==> config.mk <==
export PLATFORM = sky130hd
export DESIGN_NAME = ffe_top
export DESIGN_NICKNAME = d
export VERILOG_FILES = /design/src/common/ffe_pkg.sv /design/src/logic/ffe_axis_cmp.sv /design/src/logic/ffe_top.sv
export SDC_FILE = /design/constraint.sdc
export NUM_CORES = 1
export LEC_CHECK = 0
export BUFFER_PORTS_ARGS = -buffer_cell sky130_fd_sc_hd__buf_4
export CAP_MARGIN = 20
export CELL_PAD_IN_SITES_DETAIL_PLACEMENT = 1
export CELL_PAD_IN_SITES_GLOBAL_PLACEMENT = 1
export CORE_UTILIZATION = 44
export DETAILED_ROUTE_END_ITERATION = 8
export PLACE_DENSITY = 0.89
export SLEW_MARGIN = 5
export SYNTH_ARGS = -nofsm -noshare
export SYNTH_HDL_FRONTEND = slang
export SYNTH_SLANG_ARGS = --single-unit
==> constraint.sdc <==
create_clock -name aclk -period 12.79 [get_ports aclk]
set_input_delay 3.837 -clock aclk [delete_from_list [all_inputs] [get_ports aclk]]
set_output_delay 3.837 -clock aclk [all_outputs]
set_load 0.03 [all_outputs]
==> src/common/ffe_pkg.sv <==
package ffe_pkg;

   // Widths and counts
   localparam int unsigned NAXES = 3;
   localparam int unsigned ACC_W = 14;
   localparam int unsigned MAG_W = 13;
   localparam int unsigned CMP_W = 15;
   localparam int unsigned COMMON_W = 7;
   localparam int unsigned ADDR_W = 32;
   localparam int unsigned IDX_W = 8;

   // Register indices; byte address is four times the index
   localparam logic [7:0] IDX_CONFIG = 8'h15;
   localparam logic [7:0] IDX_SOURCE = 8'h16;
   localparam logic [7:0] IDX_THRESH = 8'h17;
   localparam logic [7:0] IDX_DEBOUNCE = 8'h18;
   localparam logic [7:0] IDX_IRQ_EN = 8'h2D;
   localparam logic [7:0] IDX_IRQ_ROUTE = 8'h2E;
   localparam logic [7:0] IDX_STATUS = 8'h40;
   localparam logic [7:0] IDX_MASK = 8'h41;
   localparam logic [7:0] IDX_THR_X = 8'h73;
   localparam logic [7:0] IDX_THR_Y = 8'h75;
   localparam logic [7:0] IDX_THR_Z = 8'h77;

   // Configuration fields
   localparam int unsigned CFG_LATCH_BIT = 7;
   localparam int unsigned CFG_OR_BIT = 6;
   localparam int unsigned CFG_XEN_BIT = 3;

   // Source fields: axis n event at 2n+1, polarity at 2n
   localparam int unsigned SRC_EA_BIT = 7;
   localparam int unsigned SRC_RSVD_BIT = 6;

   // Threshold fields
   localparam int unsigned THS_DBCLR_BIT = 7;
   localparam int unsigned THR_XYZ_EN_BIT = 15;
   localparam int unsigned COMMON_SHIFT = 8;

   // Interrupt status fields
   localparam int unsigned STAT_W = 2;
   localparam int unsigned STAT_RISE_BIT = 0;
   localparam int unsigned STAT_FALL_BIT = 1;

   // Reset values
   localparam logic [7:0] CFG_RST = 8'h00;
   localparam logic [7:0] SRC_RST = 8'h00;
   localparam logic [7:0] THS_RST = 8'h00;
   localparam logic [7:0] DEB_RST = 8'h00;
   localparam logic [15:0] THR_RST = 16'h0000;
   localparam logic [1:0] STAT_RST = 2'h0;

   // Bus responses
   localparam logic [1:0] RESP_OKAY = 2'h0;
   localparam logic [1:0] RESP_SLVERR = 2'h2;

endpackage

==> src/logic/ffe_axis_cmp.sv <==
`timescale 1ns/1ns
module ffe_axis_cmp import ffe_pkg::*; (
   // Sample and threshold
   input wire logic [ACC_W-1:0] sample,
   input wire logic [CMP_W-1:0] threshold,
   input wire logic high_mode,
   // Result
   output logic flag,
   output logic negative
);

   logic [MAG_W-1:0] mag;

   // Magnitude, most negative value saturates
   always_comb begin
      if (sample[ACC_W-1]) begin
         if (sample[MAG_W-1:0] == '0) begin
            mag = '1;
         end else begin
            mag = MAG_W'(~sample[MAG_W-1:0] + 1'b1);
         end
      end else begin
         mag = sample[MAG_W-1:0];
      end
   end

   // Above threshold for high-g, at or below for low-g
   assign flag = high_mode ? ({2'b00, mag} > threshold)
                           : ({2'b00, mag} <= threshold);
   assign negative = sample[ACC_W-1];

endmodule // ffe_axis_cmp

==> src/logic/ffe_top.sv <==
`timescale 1ns/1ns
module ffe_top import ffe_pkg::*; (
   // Clock, reset, enable
   input wire logic aclk,
   input wire logic aresetn,
   input wire logic ce,
   // Acceleration samples
   input wire logic sample_valid,
   input wire logic [ACC_W-1:0] accel_x,
   input wire logic [ACC_W-1:0] accel_y,
   input wire logic [ACC_W-1:0] accel_z,
   // AXI4-Lite write address
   input wire logic s_axi_awvalid,
   output logic s_axi_awready,
   input wire logic [ADDR_W-1:0] s_axi_awaddr,
   input wire logic [2:0] s_axi_awprot,
   // AXI4-Lite write data
   input wire logic s_axi_wvalid,
   output logic s_axi_wready,
   input wire logic [31:0] s_axi_wdata,
   input wire logic [3:0] s_axi_wstrb,
   // AXI4-Lite write response
   output logic s_axi_bvalid,
   input wire logic s_axi_bready,
   output logic [1:0] s_axi_bresp,
   // AXI4-Lite read address
   input wire logic s_axi_arvalid,
   output logic s_axi_arready,
   input wire logic [ADDR_W-1:0] s_axi_araddr,
   input wire logic [2:0] s_axi_arprot,
   // AXI4-Lite read data
   output logic s_axi_rvalid,
   input wire logic s_axi_rready,
   output logic [31:0] s_axi_rdata,
   output logic [1:0] s_axi_rresp,
   // Event outputs
   output logic event_active_flag,
   output logic int1_o,
   output logic int2_o,
   output logic irq
);

   // Register state
   logic [7:0] cfg_q;
   logic [7:0] ths_q;
   logic [7:0] deb_limit_q;
   logic [15:0] thr_q [NAXES];
   logic irq_en_q;
   logic irq_route_q;
   logic [STAT_W-1:0] stat_q;
   logic [STAT_W-1:0] mask_q;
   logic [7:0] src_q;
   logic [7:0] deb_cnt_q;
   logic ea_prev_q;
   // Bus state
   logic aw_hold_q;
   logic [IDX_W-1:0] aw_idx_q;
   logic aw_ok_q;
   logic w_hold_q;
   logic [31:0] wdata_q;
   logic [3:0] wstrb_q;
   logic bvalid_q;
   logic [1:0] bresp_q;
   logic rvalid_q;
   logic [31:0] rdata_q;
   logic [1:0] rresp_q;
   // Detection signals
   logic [NAXES-1:0] axis_en;
   logic [NAXES-1:0] ax_flag;
   logic [NAXES-1:0] ax_neg;
   logic [ACC_W-1:0] ax_data [NAXES];
   logic [CMP_W-1:0] ax_thr [NAXES];
   logic per_axis_sel;
   logic cond;
   logic det;
   logic [7:0] deb_cnt_d;
   logic [7:0] live_src;
   logic [7:0] src_view;
   // Bus decode signals
   logic aw_fire;
   logic w_fire;
   logic do_write;
   logic ar_fire;
   logic [IDX_W-1:0] ar_idx;
   logic ar_in_range;
   logic aw_in_range;
   logic [31:0] rd_word;
   logic rd_ok;
   logic wr_ok;
   logic read_clr;
   logic sample_go;
   assign axis_en = cfg_q[CFG_XEN_BIT +: NAXES];
   assign per_axis_sel = thr_q[0][THR_XYZ_EN_BIT];
   assign ax_data[0] = accel_x;
   assign ax_data[1] = accel_y;
   assign ax_data[2] = accel_z;
   assign sample_go = ce & sample_valid;

   // Per-axis threshold choice, comparison and source fields
   for (genvar g = 0; g < NAXES; g++) begin : g_axis
      assign ax_thr[g] = per_axis_sel
         ? {2'b00, thr_q[g][MAG_W-1:0]}
         : {ths_q[COMMON_W-1:0], 8'h00};
      ffe_axis_cmp u_cmp (
         .sample(ax_data[g]),
         .threshold(ax_thr[g]),
         .high_mode(cfg_q[CFG_OR_BIT]),
         .flag(ax_flag[g]),
         .negative(ax_neg[g])
      );
      assign live_src[2*g+1] = ax_flag[g] & axis_en[g];
      assign live_src[2*g] = ax_flag[g] & ax_neg[g] & axis_en[g];
      assign src_view[2*g+1] = src_q[2*g+1] & axis_en[g];
      assign src_view[2*g] = src_q[2*g] & axis_en[g];
   end

   // Combine enabled axes: AND of low-g or OR of high-g
   always_comb begin
      if (cfg_q[CFG_OR_BIT]) begin
         cond = |(ax_flag & axis_en);
      end else begin
         cond = (axis_en != '0) && (&(ax_flag | ~axis_en));
      end
   end

   // Debounce next count and detection
   always_comb begin
      if (cond) begin
         if (deb_cnt_q >= deb_limit_q) begin
            deb_cnt_d = deb_limit_q;
         end else begin
            deb_cnt_d = 8'(deb_cnt_q + 8'h01);
         end
      end else if (ths_q[THS_DBCLR_BIT]) begin
         deb_cnt_d = 8'h00;
      end else if (deb_cnt_q != 8'h00) begin
         deb_cnt_d = 8'(deb_cnt_q - 8'h01);
      end else begin
         deb_cnt_d = 8'h00;
      end
   end

   assign det = cond && (deb_cnt_d == deb_limit_q);
   assign live_src[SRC_EA_BIT] = det;
   assign live_src[SRC_RSVD_BIT] = 1'b0;
   assign src_view[SRC_EA_BIT] = src_q[SRC_EA_BIT];
   assign src_view[SRC_RSVD_BIT] = 1'b0;

   // Debounce counter, advanced once per sample
   always_ff @(posedge aclk) begin
      if (!aresetn) begin
         deb_cnt_q <= DEB_RST;
      end else if (sample_go) begin
         deb_cnt_q <= deb_cnt_d;
      end
   end

   // Source register: real-time, or held until read
   always_ff @(posedge aclk) begin
      if (!aresetn) begin
         src_q <= SRC_RST;
      end else if (ce) begin
         if (sample_valid && (!cfg_q[CFG_LATCH_BIT] ||
             !src_q[SRC_EA_BIT] || read_clr)) begin
            src_q <= live_src;
         end else if (read_clr) begin
            src_q <= SRC_RST;
         end
      end
   end

   // Read of source clears held flags
   assign read_clr = ar_fire && ar_in_range && (ar_idx == IDX_SOURCE) &&
                     cfg_q[CFG_LATCH_BIT];

   // Active flag out, and its routing onto the two event pins
   assign event_active_flag = src_q[SRC_EA_BIT];
   always_ff @(posedge aclk) begin
      if (!aresetn) begin
         int1_o <= 1'b0;
         int2_o <= 1'b0;
      end else if (ce) begin
         int1_o <= src_q[SRC_EA_BIT] & irq_en_q & irq_route_q;
         int2_o <= src_q[SRC_EA_BIT] & irq_en_q & ~irq_route_q;
      end
   end

   // Sticky status: set wins over write-one-to-clear
   always_ff @(posedge aclk) begin
      if (!aresetn) begin
         ea_prev_q <= 1'b0;
         stat_q <= STAT_RST;
      end else if (ce) begin
         ea_prev_q <= src_q[SRC_EA_BIT];
         for (int i = 0; i < STAT_W; i++) begin
            if ((i == STAT_RISE_BIT && !ea_prev_q && src_q[SRC_EA_BIT]) ||
                (i == STAT_FALL_BIT && ea_prev_q && !src_q[SRC_EA_BIT])) begin
               stat_q[i] <= 1'b1;
            end else if (do_write && wr_ok && aw_idx_q == IDX_STATUS &&
                         wstrb_q[0] && wdata_q[i]) begin
               stat_q[i] <= 1'b0;
            end
         end
      end
   end

   assign irq = |(stat_q & mask_q);

   // Address decode helpers
   assign aw_in_range = (s_axi_awaddr[ADDR_W-1:IDX_W+2] == '0);
   assign ar_in_range = (s_axi_araddr[ADDR_W-1:IDX_W+2] == '0);
   assign ar_idx = s_axi_araddr[IDX_W+1:2];

   // Write handshakes
   assign s_axi_awready = ce & ~aw_hold_q & ~bvalid_q;
   assign s_axi_wready = ce & ~w_hold_q & ~bvalid_q;
   assign aw_fire = s_axi_awvalid & s_axi_awready;
   assign w_fire = s_axi_wvalid & s_axi_wready;
   assign do_write = ce & aw_hold_q & w_hold_q & ~bvalid_q;
   // Writable register map
   always_comb begin
      case (aw_idx_q)
         IDX_CONFIG, IDX_SOURCE, IDX_THRESH, IDX_DEBOUNCE,
         IDX_IRQ_EN, IDX_IRQ_ROUTE, IDX_STATUS, IDX_MASK,
         IDX_THR_X, IDX_THR_Y, IDX_THR_Z: wr_ok = aw_ok_q;
         default: wr_ok = 1'b0;
      endcase
   end

   // Capture address and data in either order
   always_ff @(posedge aclk) begin
      if (!aresetn) begin
         aw_hold_q <= 1'b0;
         aw_idx_q <= '0;
         aw_ok_q <= 1'b0;
         w_hold_q <= 1'b0;
         wdata_q <= '0;
         wstrb_q <= '0;
      end else if (ce) begin
         if (aw_fire) begin
            aw_hold_q <= 1'b1;
            aw_idx_q <= s_axi_awaddr[IDX_W+1:2];
            aw_ok_q <= aw_in_range;
         end else if (do_write) begin
            aw_hold_q <= 1'b0;
         end
         if (w_fire) begin
            w_hold_q <= 1'b1;
            wdata_q <= s_axi_wdata;
            wstrb_q <= s_axi_wstrb;
         end else if (do_write) begin
            w_hold_q <= 1'b0;
         end
      end
   end

   // Write response
   always_ff @(posedge aclk) begin
      if (!aresetn) begin
         bvalid_q <= 1'b0;
         bresp_q <= RESP_OKAY;
      end else if (ce) begin
         if (do_write) begin
            bvalid_q <= 1'b1;
            bresp_q <= wr_ok ? RESP_OKAY : RESP_SLVERR;
         end else if (s_axi_bready) begin
            bvalid_q <= 1'b0;
         end
      end
   end

   assign s_axi_bvalid = bvalid_q;
   assign s_axi_bresp = bresp_q;
   // Software-written registers, byte lanes honoured
   always_ff @(posedge aclk) begin
      if (!aresetn) begin
         cfg_q <= CFG_RST;
         ths_q <= THS_RST;
         deb_limit_q <= DEB_RST;
         irq_en_q <= 1'b0;
         irq_route_q <= 1'b0;
         mask_q <= STAT_RST;
         for (int i = 0; i < NAXES; i++) begin
            thr_q[i] <= THR_RST;
         end
      end else if (do_write && wr_ok) begin
         case (aw_idx_q)
            IDX_CONFIG: if (wstrb_q[0]) cfg_q <= wdata_q[7:0];
            IDX_THRESH: if (wstrb_q[0]) ths_q <= wdata_q[7:0];
            IDX_DEBOUNCE: if (wstrb_q[0]) deb_limit_q <= wdata_q[7:0];
            IDX_IRQ_EN: if (wstrb_q[0]) irq_en_q <= wdata_q[0];
            IDX_IRQ_ROUTE: if (wstrb_q[0]) irq_route_q <= wdata_q[0];
            IDX_MASK: if (wstrb_q[0]) mask_q <= wdata_q[STAT_W-1:0];
            IDX_THR_X, IDX_THR_Y, IDX_THR_Z: begin
               for (int i = 0; i < NAXES; i++) begin
                  if (aw_idx_q == IDX_THR_X + 8'(2 * i)) begin
                     if (wstrb_q[0]) thr_q[i][7:0] <= wdata_q[7:0];
                     if (wstrb_q[1]) thr_q[i][15:8] <= wdata_q[15:8];
                  end
               end
            end
            default: begin
               // Source writes change nothing here
            end
         endcase
      end
   end

   // Read mux
   always_comb begin
      rd_word = 32'h0000_0000;
      rd_ok = ar_in_range;
      case (ar_idx)
         IDX_CONFIG: rd_word[7:0] = cfg_q;
         IDX_SOURCE: rd_word[7:0] = src_view;
         IDX_THRESH: rd_word[7:0] = ths_q;
         IDX_DEBOUNCE: rd_word[7:0] = deb_limit_q;
         IDX_IRQ_EN: rd_word[0] = irq_en_q;
         IDX_IRQ_ROUTE: rd_word[0] = irq_route_q;
         IDX_STATUS: rd_word[STAT_W-1:0] = stat_q;
         IDX_MASK: rd_word[STAT_W-1:0] = mask_q;
         IDX_THR_X: rd_word[15:0] = thr_q[0];
         IDX_THR_Y: rd_word[15:0] = thr_q[1];
         IDX_THR_Z: rd_word[15:0] = thr_q[2];
         default: rd_ok = 1'b0;
      endcase
   end

   // Read channel
   assign s_axi_arready = ce & ~rvalid_q;
   assign ar_fire = s_axi_arvalid & s_axi_arready;
   always_ff @(posedge aclk) begin
      if (!aresetn) begin
         rvalid_q <= 1'b0;
         rdata_q <= 32'h0000_0000;
         rresp_q <= RESP_OKAY;
      end else if (ce) begin
         if (ar_fire) begin
            rvalid_q <= 1'b1;
            rdata_q <= rd_ok ? rd_word : 32'h0000_0000;
            rresp_q <= rd_ok ? RESP_OKAY : RESP_SLVERR;
         end else if (s_axi_rready) begin
            rvalid_q <= 1'b0;
         end
      end
   end

   assign s_axi_rvalid = rvalid_q;
   assign s_axi_rdata = rdata_q;
   assign s_axi_rresp = rresp_q;
endmodule // ffe_top

# --- Yosys cells after proc, flatten, opt, wreduce, memory -nomap -nowiden ---
# Memories as Yosys holds them, arrays and structs flattened.
# Index checks and enable logic that the tools add are counted.
op_classes:
  n_reduce_logical: 55
  n_addsub: 5
  eq_ne: 23
  n_mux: 78
  order_cmp: 7
  bitwise: 48
op_table:
  columns: ["cell", "n"]
  rows:
  - ["8-bit 2-to-1 mux", 12]
  - ["8-bit by 7-bit == test with 1-bit output, second input constant", 10]
  - ["13-bit 2-to-1 mux", 6]
  - ["8-bit by 5-bit == test with 1-bit output, second input constant", 8]
  - ["1-bit 2-to-1 mux", 50]
  - ["13-bit by 15-bit > comparator with 1-bit output", 3]
  - ["13-bit by 15-bit less-or-equal comparator with 1-bit output", 3]
  - ["15-bit 2-to-1 mux", 3]
  - ["22-bit logical NOT", 2]
  - ["6-bit case mux with 7 select lines", 1]
  - ["13-bit by 1-bit adder with 13-bit output, second input constant", 3]
  - ["13-bit logical NOT", 3]
  - ["13-bit inverter", 3]
  - ["8-bit by 6-bit == test with 1-bit output, second input constant", 4]
  - ["1-bit bitwise AND", 30]
  - ["8-bit case mux with 3 select lines", 1]
  - ["2-bit AND reduction", 11]
  - ["11-bit OR reduction", 2]
  - ["3-bit AND reduction", 7]
  - ["16-bit 2-to-1 mux", 1]
  - ["2-bit nonzero test", 7]
  - ["1-bit logical AND", 13]
  - ["1-bit case mux with 11 select lines", 1]
  - ["1-bit case mux with 9 select lines", 1]
  - ["other kinds (17)", 31]
totals:
  mem_bits_rw: 48
  memories: 1
  ff_bits: 116
  out_inout_bits: 45
  word_cells: 241
memory_table:
  columns: ["name", "words", "width", "rd", "rd_ports_with_merged_regs", "wr", "line", "text"]
  rows:
  - ["thr_q", 3, 16, 3, 0, 3, "ffe_top.sv:47", "logic [15:0] thr_q [NAXES];"]

# --- Logic depth before layout (Yosys ltp) ---
logic_depth:
  word_depth: 14
  depth_mapped: 20
  depth_no_buf: 18

# --- Modules after synthesis ---
# From an unflattened synthesis, not the netlist that was laid out.
hier_totals:
  cells_unflattened: 1159
  area_unflattened_um2: 9710.6
modules_own_cells:
  columns: ["mod", "n_inst", "seq_area_each_um2", "cells_each", "area_each_um2"]
  rows:
  - ["ffe_top", 1, 3383.2, 862, 7631.1]
  - ["ffe_axis_cmp", 3, 0.0, 99, 693.2]

# --- Worst setup path before layout ---
# Ideal clock, no wire load.
synth_timing:
  path_kind: "input to output"
  startpoint: "input ce"
  endpoint: "output s_axi_awready"
  arrival_ns: 4.642
  setup_slack_ns: 4.311
  stages: 3
  required_ns: 8.953
  path_cell_list: "clkbuf_1 > nand2b_1 > nor2_1"
synth_between:
  elab_chain_cells: 2
synth_lines:
  columns: ["item", "line", "text"]
  rows:
  - ["start: declaration", "ffe_top.sv:6", "input wire logic ce,"]
  - ["1-bit bitwise AND (2 in a row)", "ffe_top.sv:215", "assign s_axi_awready = ce & ~aw_hold_q & ~bvalid_q;"]
  - ["end: declaration", "ffe_top.sv:14", "output logic s_axi_awready,"]
# No other way between the ends.

# --- Worst setup path in the final report ---
layout_timing:
  startpoint: "input accel_x[1]"
  endpoint: "register deb_cnt_q[1]"
layout_between:
  elab_chain_cells: 11
layout_lines:
  columns: ["item", "line", "text"]
  rows:
  - ["start: declaration", "ffe_top.sv:9", "input wire logic [ACC_W-1:0] accel_x,"]
  - ["13-bit inverter", "ffe_axis_cmp.sv:20", "mag = MAG_W'(~sample[MAG_W-1:0] + 1'b1);"]
  - ["13-bit by 1-bit adder with 13-bit output", "ffe_axis_cmp.sv:20", null]
  - ["13-bit 2-to-1 mux", "ffe_axis_cmp.sv:17", "if (sample[MAG_W-1:0] == '0) begin"]
  - ["13-bit 2-to-1 mux *", "ffe_axis_cmp.sv:16", "if (sample[ACC_W-1]) begin"]
  - ["13-bit by 15-bit less-or-equal comparator with 1-bit output / 13-bit by 15-bit > comparator with 1-bit output (equally long branches)", "ffe_axis_cmp.sv:29, ffe_axis_cmp.sv:28", null]
  - ["1-bit 2-to-1 mux *", "ffe_axis_cmp.sv:28", "assign flag = high_mode ? ({2'b00, mag} > threshold)"]
  - ["3-bit OR", "ffe_top.sv:122", "cond = (axis_en != '0) && (&(ax_flag | ~axis_en));"]
  - ["3-bit AND reduction", "ffe_top.sv:122", null]
  - ["1-bit logical AND", "ffe_top.sv:122", null]
  - ["1-bit 2-to-1 mux *", "ffe_top.sv:119", "if (cfg_q[CFG_OR_BIT]) begin"]
  - ["8-bit 2-to-1 mux *", "ffe_top.sv:128", "if (cond) begin"]
  - ["end signal: assignment", "ffe_top.sv:154", "deb_cnt_q <= deb_cnt_d;"]
  - ["end: declaration", "ffe_top.sv:53", "logic [7:0] deb_cnt_q;"]
# Every way passes the cells marked *; elsewhere a longest branch is shown, timed or not.
# A chain may end at the register's enable or synchronous reset.

==> summary.txt <==
Status
  • Status: complete, no violations

Clocking
  • CTS tree: yes
  • Clock slew at reported path FFs: 0.06 ns
  • Clk buf depth: 2
  • Sink Count: 145
  • Post-CTS Hold Buffers: 0
  • H-tree depth: 4
  • Clock latency on the worst-skew pair: 0.44 ns
  • Post-CTS Setup Bufs: 0
  • CTS root buf: clkbuf_16
  • Total CTS buffers: 17
  • CTS resizes: 0

Cells and area
  • Ant diodes: 0
  • Share of cells above drive strength 1: 17.7%
  • Area grow syn2layout: 20.0%
  • Final #Nets: 1431
  • Final Core Density: 54.2%
  • Final Non-Filler Cells: 1504

Timing
  • Relative slew slack: 23.0%
  • Slew @ Worst Pin: 1.15 ns
  • Fin Hold WS: 0.460 ns
  • Period minus WS final: 8.62 ns
  • Final setup viols: 0
  • Max-slew violation count: 0
  • Final hold vios: 0
  • Setup TNS: 0 ns
  • Post-route clock period utilization: 67.4%
  • RSZ-0062 raised after global routing: no
  • FMAX: 116 MHz
  • Clock Skew: 0.0128 ns

Worst setup path
  • Startpoint types: input pin
  • Reg-to-reg slack, setup: 8.55 ns
  • Setup crit end kind: register
  • Data arrival time of the critical path: 8.97 ns
  • CP Capture Point: deb_cnt_q[1]
  • Worst r2r src: thr_q[0][15]
  • Critical path required time: 13.14 ns
  • Reg-to-reg critical path endpoint: deb_cnt_q[1]
  • Setup CP Type: in2reg
  • Worst Setup SP: accel_x[1]
  • Cells on worst reg2reg path: 13
  • Crit path max fanout: 16

Floorplanning
  • Core area: 20400 sq um
  • Initial Util: 45.2%
  • Full die area: 21500 sq um
  • IO Count: 202
  • Die X: 147 um
  • Row cnt: 52
  • Chip Height: 147 um

Power
  • Int Power: 0.847 mW
  • Psw: 0.360 mW
  • Power share of the combinational group: 16.6%
  • Seq pwr share: 42.0%
  • Pwr Total: 1.21 mW
  • Leak: 4.39 nW
  • Sw Ratio: 29.8%
  • Worst vdd ir: 0.111 mV
  • Power density over cell area: 109 nW/um^2
  • Clock network power share: 41.4%

Place
  • GPL Wtd Cong: 0.906
  • Detailed placer's ending HPWL: 22000 um
  • Inst Count DP: 1472
  • PortBufs: 155

Global route
  • Antenna violations before repair: 0
  • Grt total ovfl: 0
  • Total track usage: 28.7%
  • First-pass GRT wire length: 48100 um
  • Vias in the first global route: 9263
  • Largest net degree at the start of global routing: 75

Synth
  • Syn. warnings: 0
  • Area of the mapped netlist: 9210 sq um
  • Asr flop ratio synth: 0%
  • Library cells used by synthesis: 72
  • Cells after Synth: 1096
  • Post-Syn Area per Cell: 8.40 sq um
  • Cell taking the most area after synthesis: dfxtp_1
  • Number of flops mapped to enable cells by yosys: 48
  • Post-synth top area share: 21.1%
  • Top FF cell, synth: dfxtp_1
  • Register area share after synthesis: 36.8%
  • #FFs+latches synth: 145
  • Synth top area cells: dfxtp_1 21%, edfxtp_1 16%, ha_1 7.2%, nand2_1 6.9%, a21oi_1 5.8%

Route
  • # DRC: 0
  • DR vias/cell: 5.87
  • DR pass1 iterations: 5
  • Via count: 8826
  • Total Wirelength: 30500 um
  • WL per Instance: 20.3 um
  • ANT nets after route: 0
  • First DRT Iteration DRCs: 611

Worst hold path
  • Hold Crit Class: reg2reg

Flow run
  • Max-cap violations: 0
cells by family (layout without fill, tap and decap cells):
group	after synthesis	count (layout)	synth area share, %
AO/OA/AOI/OAI	227	227	15.5
XOR/XNOR	51	51	4.85
adder cells (fa/ha/maj)	53	53	7.20
buffers and inverters	95	216	4.69
flip-flops	145	145	36.8
multiplexers	57	57	6.32
other	1	18	0.0407
AND/OR/NAND/NOR	467	467	24.6
cell usage in the layout, fill, tap and decap left out, types with 31 or more instances in the layout:
master and instances:
nor2_1 119, and2_1 36, ha_1 53, a21oi_1 106
o21ai_0 31, buf_4 161, nand2_1 170, edfxtp_1 48
mux2i_1 51, xor2_1 31, dfxtp_1 97
area by class of cell:
| class | instances | area, sq um |
|---|---|---|
| fill | 2436 | 9320 |
| multi-input combinational | 873 | 5450 |
| sequential | 145 | 3380 |
| timing repair buffer | 161 | 1210 |
| clock buffer | 18 | 429 |
| tap | 270 | 338 |
| clock inverter | 14 | 146 |
| inverter | 23 | 86.3 |
synth_stat cells, types with 3 or more instances:
library cell	n
nand4_1	17
mux2_2	4
inv_1	22
mux2i_1	51
xor2_1	31
nand2b_1	13
a221oi_1	4
and2_1	36
dfxtp_1	97
nor3_1	10
or3_1	7
nand3_1	17
nor2b_1	16
clkbuf_1	42
o21ai_0	31
a31oi_1	9
xnor2_1	20
o221ai_1	4
a32oi_1	7
o211ai_1	5
a22o_1	3
o21a_1	3
nand3b_1	6
a211oi_1	14
ha_1	53
or4_1	10
a21o_1	3
o21ai_1	4
a21oi_1	106
nor2_1	119
buf_4	19
o41ai_1	5
edfxtp_1	48
nor4_1	20
buf_2	3
and3_1	9
or3b_1	3
nand2_1	170
o31ai_1	8
buf_1	8
flip-flops by register name (all words and copies together) (netlist names), 2 cells and up:
register     cells
deb_cnt_q        8
mask_q           2
src_q            7
ths_q            8
stat_q           2
deb_limit_q      8
s_axi_rdata     16
wstrb_q          2
wdata_q         16
aw_idx_q         8
thr_q           48
cfg_q            8
worst max-delay path, cell delays in order:
cell and delay (ns):
buf_4 0.11, inv_1 0.07, ha_1 0.17, nand2b_1 0.08
or4_1 0.47, or3_1 0.39, or3_1 0.33, or3b_1 0.54
nand2_1 0.13, ha_1 0.26, a21oi_1 0.13, nor2b_1 0.07
o21ai_0 0.28, a211oi_1 0.12, o31ai_1 0.66, nor2_1 0.16
a211o_1 0.52, or3b_1 0.44, a221oi_2 0.20
through the flow:
step | setup slack (ns) | area [sq um]
after floorplan | 4.31 | 9270
after CTS | 4.23 | 11000
after global routing | 3.97 | 11000
after global placement | 4.00 | 10500
after detailed placement | 3.84 | 10500
final | 4.17 | 11000
how the worst min path moves through the flow:
stage                         startpoint             end  cells past startpoint
final                     s_axi_rdata[1]  s_axi_rdata[1]                      2
after global routing            src_q[0]        src_q[0]                      2
after detailed placement  s_axi_rdata[1]  s_axi_rdata[1]                      2
after floorplan                 src_q[4]        src_q[4]                      2
after global placement    s_axi_rdata[1]  s_axi_rdata[1]                      2
after CTS                 s_axi_rdata[1]  s_axi_rdata[1]                      2
power groups by stage:
stage	clock (mW)	sequential [mW]	combinational, mW
floorplan	0	0.506	0.132
global placement	0	0.514	0.186
detailed placement	0	0.515	0.196
CTS	0.500	0.505	0.200
global route	0.517	0.507	0.220
finish	0.499	0.506	0.201
routing by layer:
layer  vias up  wire, um  GRT usage [%]
met5         -         0              0
met3        94      1920           5.66
met2       354     14900           49.2
met4         0      1340           15.4
li1       4127         -              -
met1      4251     12400           33.6
Power figures use the tool's default switching activity.
